**config.mk**
```make
export PLATFORM = sky130hd
export DESIGN_NAME = mcrb_register_bank
export DESIGN_NICKNAME = d
export VERILOG_FILES = /design/src/include/mcrb_pkg.sv /design/src/mcrb_register_bank.sv
export SDC_FILE = /design/constraint.sdc
export NUM_CORES = 1
export LEC_CHECK = 0
export ABC_AREA = 1
export CORE_MARGIN = 5
export CORE_UTILIZATION = 58
export CTS_CLUSTER_SIZE = 25
export DETAILED_ROUTE_END_ITERATION = 16
export DONT_BUFFER_PORTS = 1
export PLACE_DENSITY = 0.83
export SYNTH_ARGS = -nofsm -noshare
export SYNTH_HDL_FRONTEND = slang
export SYNTH_SLANG_ARGS = --single-unit
```
**constraint.sdc**
```tcl
create_clock -name i_ref_clk -period 2.06 [get_ports i_ref_clk]
set_input_delay 0.412 -clock i_ref_clk [delete_from_list [all_inputs] [get_ports i_ref_clk]]
set_output_delay 0.412 -clock i_ref_clk [all_outputs]
set_load 0.05 [all_outputs]
```
**src/include/mcrb_pkg.sv**
```systemverilog
package mcrb_pkg;

   // register offsets
   localparam logic [15:0] ADDR_MEAS_MODE   = 16'he700;
   localparam logic [15:0] ADDR_ACCUM_MODE  = 16'he701;
   localparam logic [15:0] ADDR_LCYC_MODE   = 16'he702;
   localparam logic [15:0] ADDR_PEAK_WIN    = 16'he703;
   localparam logic [15:0] ADDR_SAG_WIN     = 16'he704;
   localparam logic [15:0] ADDR_PULSE_LATCH = 16'he705;
   localparam logic [15:0] ADDR_CAPT_CFG    = 16'he706;
   localparam logic [15:0] ADDR_DIE_VER     = 16'he707;
   localparam logic [15:0] ADDR_FE_CFG      = 16'he708;
   localparam logic [15:0] ADDR_TEMP_A      = 16'he709;
   localparam logic [15:0] ADDR_TEMP_B      = 16'he70a;
   localparam logic [15:0] ADDR_TEMP_C      = 16'he70b;
   localparam logic [15:0] ADDR_TEMP_N      = 16'he70c;
   localparam logic [15:0] ADDR_KEY_FIRST   = 16'he7e3;
   localparam logic [15:0] ADDR_LAST8       = 16'he7fd;
   localparam logic [15:0] ADDR_KEY_SECOND  = 16'he7fe;
   localparam logic [15:0] ADDR_PF_A        = 16'he902;
   localparam logic [15:0] ADDR_PF_B        = 16'he903;
   localparam logic [15:0] ADDR_PF_C        = 16'he904;
   localparam logic [15:0] ADDR_PER_A       = 16'he905;
   localparam logic [15:0] ADDR_PER_B       = 16'he906;
   localparam logic [15:0] ADDR_PER_C       = 16'he907;
   localparam logic [15:0] ADDR_AP_NOLOAD   = 16'he908;

   // reset values
   localparam logic [7:0]  RST_MEAS_MODE    = 8'h1c;
   localparam logic [7:0]  RST_ACCUM_MODE   = 8'h80;
   localparam logic [7:0]  RST_LCYC_MODE    = 8'h78;
   localparam logic [7:0]  RST_PEAK_WIN     = 8'h00;
   localparam logic [7:0]  RST_SAG_WIN      = 8'h00;
   localparam logic [7:0]  RST_PULSE_LATCH  = 8'h01;
   localparam logic [7:0]  RST_CAPT_CFG     = 8'h00;
   localparam logic [7:0]  RST_FE_CFG       = 8'h0f;
   localparam logic [7:0]  RST_KEY          = 8'h00;
   localparam logic [7:0]  RST_LAST8        = 8'h00;
   localparam logic [15:0] RST_AP_NOLOAD    = 16'h0000;
   localparam logic [15:0] DATA_ZERO        = 16'h0000;

   // host request taken from the serial port engine
   typedef struct packed {
      logic        wr;
      logic [15:0] addr;
      logic [15:0] wdata;
   } mcrb_req_t;

   // answer: ok marks a mapped location, wide marks a 16-bit transfer
   typedef struct packed {
      logic        ok;
      logic        wide;
      logic [15:0] data;
   } mcrb_resp_t;

   // writable configuration seen by the metering datapath
   typedef struct packed {
      logic [7:0]  measurement_mode;
      logic [7:0]  accumulation_mode;
      logic [7:0]  line_cycle_accum_mode;
      logic [7:0]  peak_window_half_cycles;
      logic [7:0]  sag_window_half_cycles;
      logic [7:0]  pulses_per_energy_latch;
      logic [7:0]  capture_port_config;
      logic [7:0]  frontend_config;
      logic [7:0]  ram_protect_key_first;
      logic [7:0]  ram_protect_key_second;
      logic [15:0] active_power_noload_threshold;
   } mcrb_cfg_t;

   // read-only results from the datapath and front ends
   typedef struct packed {
      logic [7:0]  phase_a_temp_offset;
      logic [7:0]  phase_b_temp_offset;
      logic [7:0]  phase_c_temp_offset;
      logic [7:0]  neutral_temp_offset;
      logic [15:0] phase_a_power_factor;
      logic [15:0] phase_b_power_factor;
      logic [15:0] phase_c_power_factor;
      logic [15:0] phase_a_line_period;
      logic [15:0] phase_b_line_period;
      logic [15:0] phase_c_line_period;
   } mcrb_meas_t;

endpackage : mcrb_pkg

```
**src/mcrb_register_bank.sv**
```systemverilog
`timescale 1ns/1ps

module mcrb_register_bank #(
   parameter logic [7:0] P_DIE_VERSION  = 8'h01, // arbitrary value
   parameter logic [7:0] P_KEY_FIRST    = 8'h5a, // arbitrary unlock value
   parameter logic [7:0] P_KEY_SECOND   = 8'ha5  // arbitrary unlock value
) (
   input  wire logic               i_ref_clk,
   input  wire logic               i_rst,
   input  wire logic               i_req,
   input  wire mcrb_pkg::mcrb_req_t  i_req_info,
   input  wire mcrb_pkg::mcrb_meas_t i_meas,
   output logic                    o_ack,
   output mcrb_pkg::mcrb_resp_t    o_resp,
   output mcrb_pkg::mcrb_cfg_t     o_cfg,
   output logic [7:0]              o_last_byte_data,
   output logic                    o_ram_protect_off
);

   ////////////////////////////////////////////////////////////////////////////
   // state
   mcrb_pkg::mcrb_cfg_t  cfg;
   mcrb_pkg::mcrb_cfg_t  next_cfg;
   mcrb_pkg::mcrb_resp_t resp;
   mcrb_pkg::mcrb_resp_t next_resp;
   logic                 ack;
   logic                 next_ack;
   logic [7:0]           last8;
   logic [7:0]           next_last8;
   logic                 prot_off;
   logic                 next_prot_off;

   // address decode results
   logic                 hit8;
   logic                 hit16;
   logic                 ro;
   logic [15:0]          rd_val;

   ////////////////////////////////////////////////////////////////////////////
   // decode: width, access kind and read value of the addressed register
   always_comb begin
      hit8   = 1'b1;
      hit16  = 1'b0;
      ro     = 1'b0;
      rd_val = mcrb_pkg::DATA_ZERO;
      case (i_req_info.addr)
         mcrb_pkg::ADDR_MEAS_MODE:   rd_val = {8'h00, cfg.measurement_mode};
         mcrb_pkg::ADDR_ACCUM_MODE:  rd_val = {8'h00, cfg.accumulation_mode};
         mcrb_pkg::ADDR_LCYC_MODE:   rd_val = {8'h00, cfg.line_cycle_accum_mode};
         mcrb_pkg::ADDR_PEAK_WIN:    rd_val = {8'h00, cfg.peak_window_half_cycles};
         mcrb_pkg::ADDR_SAG_WIN:     rd_val = {8'h00, cfg.sag_window_half_cycles};
         mcrb_pkg::ADDR_PULSE_LATCH: rd_val = {8'h00, cfg.pulses_per_energy_latch};
         mcrb_pkg::ADDR_CAPT_CFG:    rd_val = {8'h00, cfg.capture_port_config};
         mcrb_pkg::ADDR_DIE_VER: begin
            ro     = 1'b1;
            rd_val = {8'h00, P_DIE_VERSION};
         end
         mcrb_pkg::ADDR_FE_CFG:      rd_val = {8'h00, cfg.frontend_config};
         mcrb_pkg::ADDR_TEMP_A: begin
            ro     = 1'b1;
            rd_val = {8'h00, i_meas.phase_a_temp_offset};
         end
         mcrb_pkg::ADDR_TEMP_B: begin
            ro     = 1'b1;
            rd_val = {8'h00, i_meas.phase_b_temp_offset};
         end
         mcrb_pkg::ADDR_TEMP_C: begin
            ro     = 1'b1;
            rd_val = {8'h00, i_meas.phase_c_temp_offset};
         end
         mcrb_pkg::ADDR_TEMP_N: begin
            ro     = 1'b1;
            rd_val = {8'h00, i_meas.neutral_temp_offset};
         end
         mcrb_pkg::ADDR_KEY_FIRST:   rd_val = {8'h00, cfg.ram_protect_key_first};
         mcrb_pkg::ADDR_KEY_SECOND:  rd_val = {8'h00, cfg.ram_protect_key_second};
         mcrb_pkg::ADDR_LAST8: begin
            ro     = 1'b1;
            rd_val = {8'h00, last8};
         end
         default: begin
            hit8 = 1'b0;
            hit16 = 1'b1;
            case (i_req_info.addr)
               mcrb_pkg::ADDR_PF_A: begin
                  ro     = 1'b1;
                  rd_val = i_meas.phase_a_power_factor;
               end
               mcrb_pkg::ADDR_PF_B: begin
                  ro     = 1'b1;
                  rd_val = i_meas.phase_b_power_factor;
               end
               mcrb_pkg::ADDR_PF_C: begin
                  ro     = 1'b1;
                  rd_val = i_meas.phase_c_power_factor;
               end
               mcrb_pkg::ADDR_PER_A: begin
                  ro     = 1'b1;
                  rd_val = i_meas.phase_a_line_period;
               end
               mcrb_pkg::ADDR_PER_B: begin
                  ro     = 1'b1;
                  rd_val = i_meas.phase_b_line_period;
               end
               mcrb_pkg::ADDR_PER_C: begin
                  ro     = 1'b1;
                  rd_val = i_meas.phase_c_line_period;
               end
               mcrb_pkg::ADDR_AP_NOLOAD: rd_val = cfg.active_power_noload_threshold;
               // reserved space reads zero and reports no success
               default:  hit16 = 1'b0;
            endcase
         end
      endcase
   end

   ////////////////////////////////////////////////////////////////////////////
   // next register values from a host request
   always_comb begin
      next_cfg      = cfg;
      next_last8    = last8;
      next_ack      = i_req;
      next_resp     = resp;
      if (i_req) begin
         next_resp.ok   = hit8 | hit16;
         next_resp.wide = hit16;
         next_resp.data = i_req_info.wr ? mcrb_pkg::DATA_ZERO : rd_val;
      end
      // writes land only on read/write registers
      if (i_req && i_req_info.wr && !ro) begin
         case (i_req_info.addr)
            mcrb_pkg::ADDR_MEAS_MODE:   next_cfg.measurement_mode        = i_req_info.wdata[7:0];
            mcrb_pkg::ADDR_ACCUM_MODE:  next_cfg.accumulation_mode       = i_req_info.wdata[7:0];
            mcrb_pkg::ADDR_LCYC_MODE:   next_cfg.line_cycle_accum_mode   = i_req_info.wdata[7:0];
            mcrb_pkg::ADDR_PEAK_WIN:    next_cfg.peak_window_half_cycles = i_req_info.wdata[7:0];
            mcrb_pkg::ADDR_SAG_WIN:     next_cfg.sag_window_half_cycles  = i_req_info.wdata[7:0];
            mcrb_pkg::ADDR_PULSE_LATCH: next_cfg.pulses_per_energy_latch = i_req_info.wdata[7:0];
            mcrb_pkg::ADDR_CAPT_CFG:    next_cfg.capture_port_config     = i_req_info.wdata[7:0];
            mcrb_pkg::ADDR_FE_CFG:      next_cfg.frontend_config         = i_req_info.wdata[7:0];
            mcrb_pkg::ADDR_KEY_FIRST:   next_cfg.ram_protect_key_first   = i_req_info.wdata[7:0];
            mcrb_pkg::ADDR_KEY_SECOND:  next_cfg.ram_protect_key_second  = i_req_info.wdata[7:0];
            mcrb_pkg::ADDR_AP_NOLOAD:   next_cfg.active_power_noload_threshold = i_req_info.wdata;
            default:                    next_cfg = cfg;
         endcase
      end
      if (i_req && hit8 && !(i_req_info.wr && ro)) begin
         next_last8 = i_req_info.wr ? i_req_info.wdata[7:0] : rd_val[7:0];
      end
      next_prot_off = (next_cfg.ram_protect_key_first == P_KEY_FIRST) &&
                      (next_cfg.ram_protect_key_second == P_KEY_SECOND);
   end

   ////////////////////////////////////////////////////////////////////////////
   // register stage with synchronous reset
   always_ff @(posedge i_ref_clk) begin
      if (i_rst) begin
         cfg.measurement_mode              <= mcrb_pkg::RST_MEAS_MODE;
         cfg.accumulation_mode             <= mcrb_pkg::RST_ACCUM_MODE;
         cfg.line_cycle_accum_mode         <= mcrb_pkg::RST_LCYC_MODE;
         cfg.peak_window_half_cycles       <= mcrb_pkg::RST_PEAK_WIN;
         cfg.sag_window_half_cycles        <= mcrb_pkg::RST_SAG_WIN;
         cfg.pulses_per_energy_latch       <= mcrb_pkg::RST_PULSE_LATCH;
         cfg.capture_port_config           <= mcrb_pkg::RST_CAPT_CFG;
         cfg.frontend_config               <= mcrb_pkg::RST_FE_CFG;
         cfg.ram_protect_key_first         <= mcrb_pkg::RST_KEY;
         cfg.ram_protect_key_second        <= mcrb_pkg::RST_KEY;
         cfg.active_power_noload_threshold <= mcrb_pkg::RST_AP_NOLOAD;
         last8                             <= mcrb_pkg::RST_LAST8;
         ack                               <= 1'b0;
         resp                              <= '0;
         prot_off                          <= 1'b0;
      end else begin
         cfg      <= next_cfg;
         last8    <= next_last8;
         ack      <= next_ack;
         resp     <= next_resp;
         prot_off <= next_prot_off;
      end
   end

   // outputs straight from flops
   assign o_ack             = ack;
   assign o_resp            = resp;
   assign o_cfg             = cfg;
   assign o_last_byte_data  = last8;
   assign o_ram_protect_off = prot_off;
endmodule : mcrb_register_bank

```
==> flow_summary.ini, run 1 <==
[synth]
yosysMostFrequentCell = nand2_1
synth_cell_types = 33
synthFlopType = dfxtp_1
yosysWarnings = 0
yosys-top-cells-count = 328 x nand2_1, 124 x dfxtp_1, 98 x a21oi_1, 89 x o21ai_0, 78 x nor2_1
synth_area_um2 = 6688
synth_fp_nets = 1212
ys_seq_area_share_pct = 37.12
yosysTopAreaCell = dfxtp_1
synth_top_area_share_pct = 37.12
synth_area_leaders = dfxtp_1 37%, nand2_1 18%, a21oi_1 7.3%
async_flop_share_pct = 0
synth-edff-count = 0
synthCells = 1048
avgSynthCellArea_um2 = 6.381
ys_ff_latch = 124

[timing]
skew_ns = 0.008055
fmax_mhz = 505.6
slew_headroom_pct = 57.25
worst_pin_slew_ns = 0.6403
slew_viol_final = 0
setup_viol_count_final = 0
finalCritPeriodShare_pct = 96.02
fin_crit_ns = 1.978
setup_slack_ns = 0.08207
hold_viol = 0

[global_route]
grt_max_degree = 81
antenna_found_initial = 0
track_usage_pct = 40.80
grt_pass1_vias = 7832
grt_overflow = 0
grt_pass1_wl_um = 44390

[placement]
gp_congestion = 1.072
port_buffers = 0
place_inst = 1322
dp_slack_ns = -0.2751
dpl.hpwl_um = 22730

[drt]
vias = 8563
avgRoutedWirePerCell_um = 22.22
post-route-drc-count = 0
viasPerCell = 6.278
drtPass1Iterations = 7
drt_iter0_drc = 1319
ant_nets = 0
routed_wl_um = 30310

[cts]
clk_path_buf_depth = 2
h-tree-depth = 4
cts_hold_buffers = 0
root_buffer = clkbuf_16
insertion_delay_ns = 0.43
clkSlewWorstSetupHoldPaths_ns = 0.06
cts_buffers = 17
cts_tree = done
clock-sinks = 124

[cells_and_area]
num_antenna_cells = 0
final-seq-area_um2 = 2482
final_net_count = 1372
layout-drive-gt1-share_pct = 22.11
fill_cells = 849
stdcell_count = 1364
multi_input_area_um2 = 3585
syn2layout_area_growth_pct = 32.97

[hold_path]
hold_path_class = primary input to flip-flop

[floorplan]
die-area_um2 = 13780
row_count = 39
die_w_um = 117.4
initial_core_util_pct = 58.82
io_pins = 288
core_um2 = 11370
fp.dieH_um = 117.4

[setup_path]
slowest_stage = clkinv_1
cp_cell_sequence = inv_1, nor2_1, nand2_1, nor2_4, buf_4, nand2_1, clkinv_1, nand2_1, nand2_1, nor2_1, nand4_1, nor2_1, buf_4, nand2_1, nand2_1, a21oi_1
crit_fanout = 8
cp_slowest_stage_delay_ns = 0.26
required_ns = 2.37
crit_type = primary input to flip-flop
arrival_ns = 2.29
critPathCaptureType = flip-flop
critical_path_buf_inv_count = 4
critical-path-top-delay-family = simple AND/OR/NAND/NOR gates
start_kind = primary input
cp_common_cell = nand2_1

[flow_run]
drv_cap = 0

[outcome]
outcome = finished clean

[power]
power.leakage_uw = 0.004122
p_per_area_nw_per_um2 = 680.9
ir_worst_vdd_v = 0.0009197
sequential cells by signal, indices dropped and copies added, names as in the netlist:
register	cells
o_last_byte_data	8
o_cfg	96
o_resp	18
o_ack	1
o_ram_protect_off	1
logic make-up after synthesis:
group,after synthesis,synth area share [%]
buf+inv,152,9.523
compound gates,253,20.47
simple gates,519,32.89
flops,124,37.12
cells in the final DEF (no fill, tap or decap), types with 10 or more instances in the layout:
master / instances
nor3_1: 19
nor2_1: 78
nand4_1: 31
nand3_1: 39
o211ai_1: 14
dfxtp_1: 124
buf_4: 184
a21oi_1: 98
inv_1: 76
nand2_2: 11
o21ai_0: 89
clkbuf_16: 18
inv_2: 13
buf_12: 10
nand2_1: 323
o21ai_1: 26
final timing paths:
| kind | from | to | slack [ns] | cells past startpoint |
|---|---|---|---|---|
| min reg2reg | o_cfg[30]$_SDFF_PP0_ | o_cfg[30]$_SDFF_PP0_ | 0.54 | 2 |
| max | i_req_info[26] | o_resp[3]$_SDFFE_PP0P_ | 0.08 | 16 |
| max reg2reg | o_cfg[60]$_SDFFE_PP0P_ | o_resp[4]$_SDFFE_PP0P_ | 0.43 | 6 |
| min | i_rst | o_resp[10]$_SDFFE_PP0P_ | 0.05 | 1 |
report_power, final:
part	switching (µW)	internal [µW]
Clock	1180	2220
Sequential	40.2	2410
Combinational	146	65.3
Total	1360	4690
per-layer routing:
metal / vias up / global-route usage, % / share of wire, %
met5: - / 0 / 0
met4: 0 / 16.82 / 4.0
met3: 143 / 17.76 / 16
met2: 773 / 61.60 / 44
met1: 3861 / 50.83 / 36
li1: 3786 / - / -
through the flow:
stage	total power (µW)	cell area (µm²)	TNS (ns)	util [%]	hold slack (ns)
2_1_floorplan	2628	6688	0	-	0.5529
3_3_place_gp	2685	8115	-16.05	71.38	0.4843
3_5_place_dp	2685	8115	-18.77	71.38	0.4859
4_1_cts	6013	8780	0	77.22	0.04232
5_1_grt	6158	8892	-0.07193	78.21	0.03868
6_report	6055	8892	0	78.21	0.05010
cell type report:
class | count | area share [%]
multi-input cells | 772 | 40.31
flip-flops and latches | 124 | 27.92
repair buffers | 196 | 18.19
clock buffers | 19 | 5.094
inverters | 97 | 4.095
clock inverters | 13 | 2.378
well taps | 143 | 2.012
what timing repair did:
action                                 CTS  global route
gates resized for setup                  0             9
endpoints found under the hold margin    0             0
setup endpoints to repair                0            10
buffers inserted                         0             9
(Power assumes the default switching activity.)
==> run 2: changes to the inputs <==
CORE_UTILIZATION = 60   (was 58)
PLACE_DENSITY = default   (was 0.83)
PLACE_DENSITY_LB_ADDON = 0.12   (was default)
SKIP_CTS_REPAIR_TIMING = 1   (was default)
clock period = 2.3 ns   (was 2.06 ns; I/O delays follow)
==> run 2 against run 1 <==
Effect of this change:
- clock skew increased by 0.0028 ns
- total power decreased by 14%
- largest cell class unchanged
- design area decreased by 6.6%
- count of clock-buffer cells in the layout increased by 1
- worst setup slack improved by 0.29 ns
- clock power decreased by 16%
- highest routed layer is now met5
- sequential share of layout area increased by 2.0 points
- flip-flop and latch count unchanged
==> flow_summary.ini, run 2 (same netlist as run 1, synthesis figures left out) <==
[cts]
insertion_delay_ns = 0.55
clkSlewWorstSetupHoldPaths_ns = 0.06
root_buffer = clkbuf_8
clk_path_buf_depth = 2
cts_buffers = 17
cts_tree = done
clock-sinks = 124
h-tree-depth = 4

[floorplan]
die_w_um = 115.6
io_pins = 288
row_count = 38
die-area_um2 = 13360
core_um2 = 10890
initial_core_util_pct = 61.42
fp.dieH_um = 115.6

[cells_and_area]
syn2layout_area_growth_pct = 24.19
final_net_count = 1303
final_common_cell = nand2_1
layout-drive-gt1-share_pct = 16.67
largest_reg_flops = 96
final_cell_mix = 328 x nand2_1, 124 x dfxtp_1, 115 x buf_4
design_area_um2 = 8305
num_antenna_cells = 0

[global_route]
grt_overflow = 0
grt_pass1_vias = 6937
grt_max_degree = 81
antenna_found_initial = 1
track_usage_pct = 39.60
grt_pass1_wl_um = 39700

[setup_path]
cp_slowest_stage_delay_ns = 0.26
crit_type = primary input to flip-flop
slowest_stage = nor2_1
arrival_ns = 2.38
start_kind = primary input
critPathCaptureType = flip-flop
cp_cell_sequence = nor2_1, nand2_1, nor2_1, o21ai_0, nand3_2, inv_2, nand2_1, nand2_1, nor2_2, o21ai_0, a21oi_1
cp_common_cell = nand2_1
crit_fanout = 8
required_ns = 2.75
r2r_slack_ns = 0.60

[placement]
dp_slack_ns = -0.004852
port_buffers = 0
gp_congestion = 1.015
place_area_um2 = 7654
dpl.hpwl_um = 20790

[power]
power_frac_seq_pct = 42.0
p_switching_uw = 1190
p_int_uw = 4034
power.leakage_uw = 0.003759
p_per_area_nw_per_um2 = 629.0
p_clk_share_pct = 54.5
swShare_pct = 22.78
ir_worst_vdd_v = 0.0006103
combPwrFrac_pct = 3.5

[hold_path]
hold_path_class = primary input to flip-flop

[timing]
fmax_mhz = 519.8
setup_viol_count_final = 0
slew_headroom_pct = 29.41
rsz0062_at_grt = false
worst_pin_slew_ns = 1.055
slew_viol_final = 0
finalCritPeriodShare_pct = 83.65
skew_ns = 0.01084
setup_slack_ns = 0.3761
holdWs_ns = 0.008742
hold_viol = 0
fin_crit_ns = 1.924

[drt]
ant_nets = 0
vias = 7900
post-route-drc-count = 0
avgRoutedWirePerCell_um = 21.35
drt_iter0_drc = 1264
viasPerCell = 6.115
drtPass1Iterations = 6
routed_wl_um = 27590

[outcome]
outcome = finished clean

[flow_run]
drv_cap = 0
-- run 2: cell types whose count changed in the layout (fill, tap and decap cells not counted), moves of 4 or more --
cell	previous run	this run
clkinvlp_4	4	0
nand2_1	323	328
clkinv_4	0	6
nand2_2	11	6
buf_4	184	115
-- run 2: stage by stage --
step	setup TNS, ns	total power (µW)	utilization, %	std cells
6_report	0	5224	76.28	1292
5_1_grt	0	5354	76.28	1292
4_1_cts	0	5215	76.10	1290
3_5_place_dp	-0.004852	2405	70.29	1258
3_3_place_gp	-0.01388	2405	70.29	1258
2_1_floorplan	0	2354	-	1048
-- run 2: layout make-up --
type / instances / area (µm²)
multi-input cells: 772 / 3568
repair buffers: 127 / 1084
clock buffers: 20 / 445.4
inverters: 97 / 364.1
flip-flops and latches: 124 / 2482
clock inverters: 12 / 186.4
fillers: 906 / 2582
well taps: 140 / 175.2
-- run 2: worst max-delay path: cells and delay by family --
| family | cells | cell delay [ns] |
|---|---|---|
| AND/OR/NAND/NOR | 7 | 1.26 |
| AO/OA/AOI/OAI | 3 | 0.57 |
| buffers and inverters | 1 | 0.07 |
-- run 2: routing by layer --
| metal | GRT usage, % | up-vias | part of all wire (%) |
|---|---|---|---|
| li1 | - | 3634 | - |
| met1 | 53.79 | 3573 | 38 |
| met4 | 16.67 | 2 | 4.1 |
| met5 | 0 | - | 0.047 |
| met3 | 15.46 | 90 | 15 |
| met2 | 55.98 | 601 | 44 |
-- run 2: final timing paths --
path                                                       start                          endpoint  cells after the start
worst min-delay path                                       i_req            o_resp[6]$_SDFFE_PP0P_                      1
worst min register to register  o_last_byte_data[7]$_SDFFE_PP0P_  o_last_byte_data[7]$_SDFFE_PP0P_                      4
worst max-delay path                              i_req_info[19]           o_resp[13]$_SDFFE_PP0P_                     11
worst max register to register            o_cfg[44]$_SDFFE_PP0P_            o_resp[4]$_SDFFE_PP0P_                      6
-- run 2: power groups by stage --
stage	logic, µW	registers, µW	clock network [µW]
final	184	2190	2850
after global routing	193	2190	2970
after CTS	167	2190	2850
after detailed placement	165	2240	0
after global placement	165	2240	0
after floorplan	117	2240	0
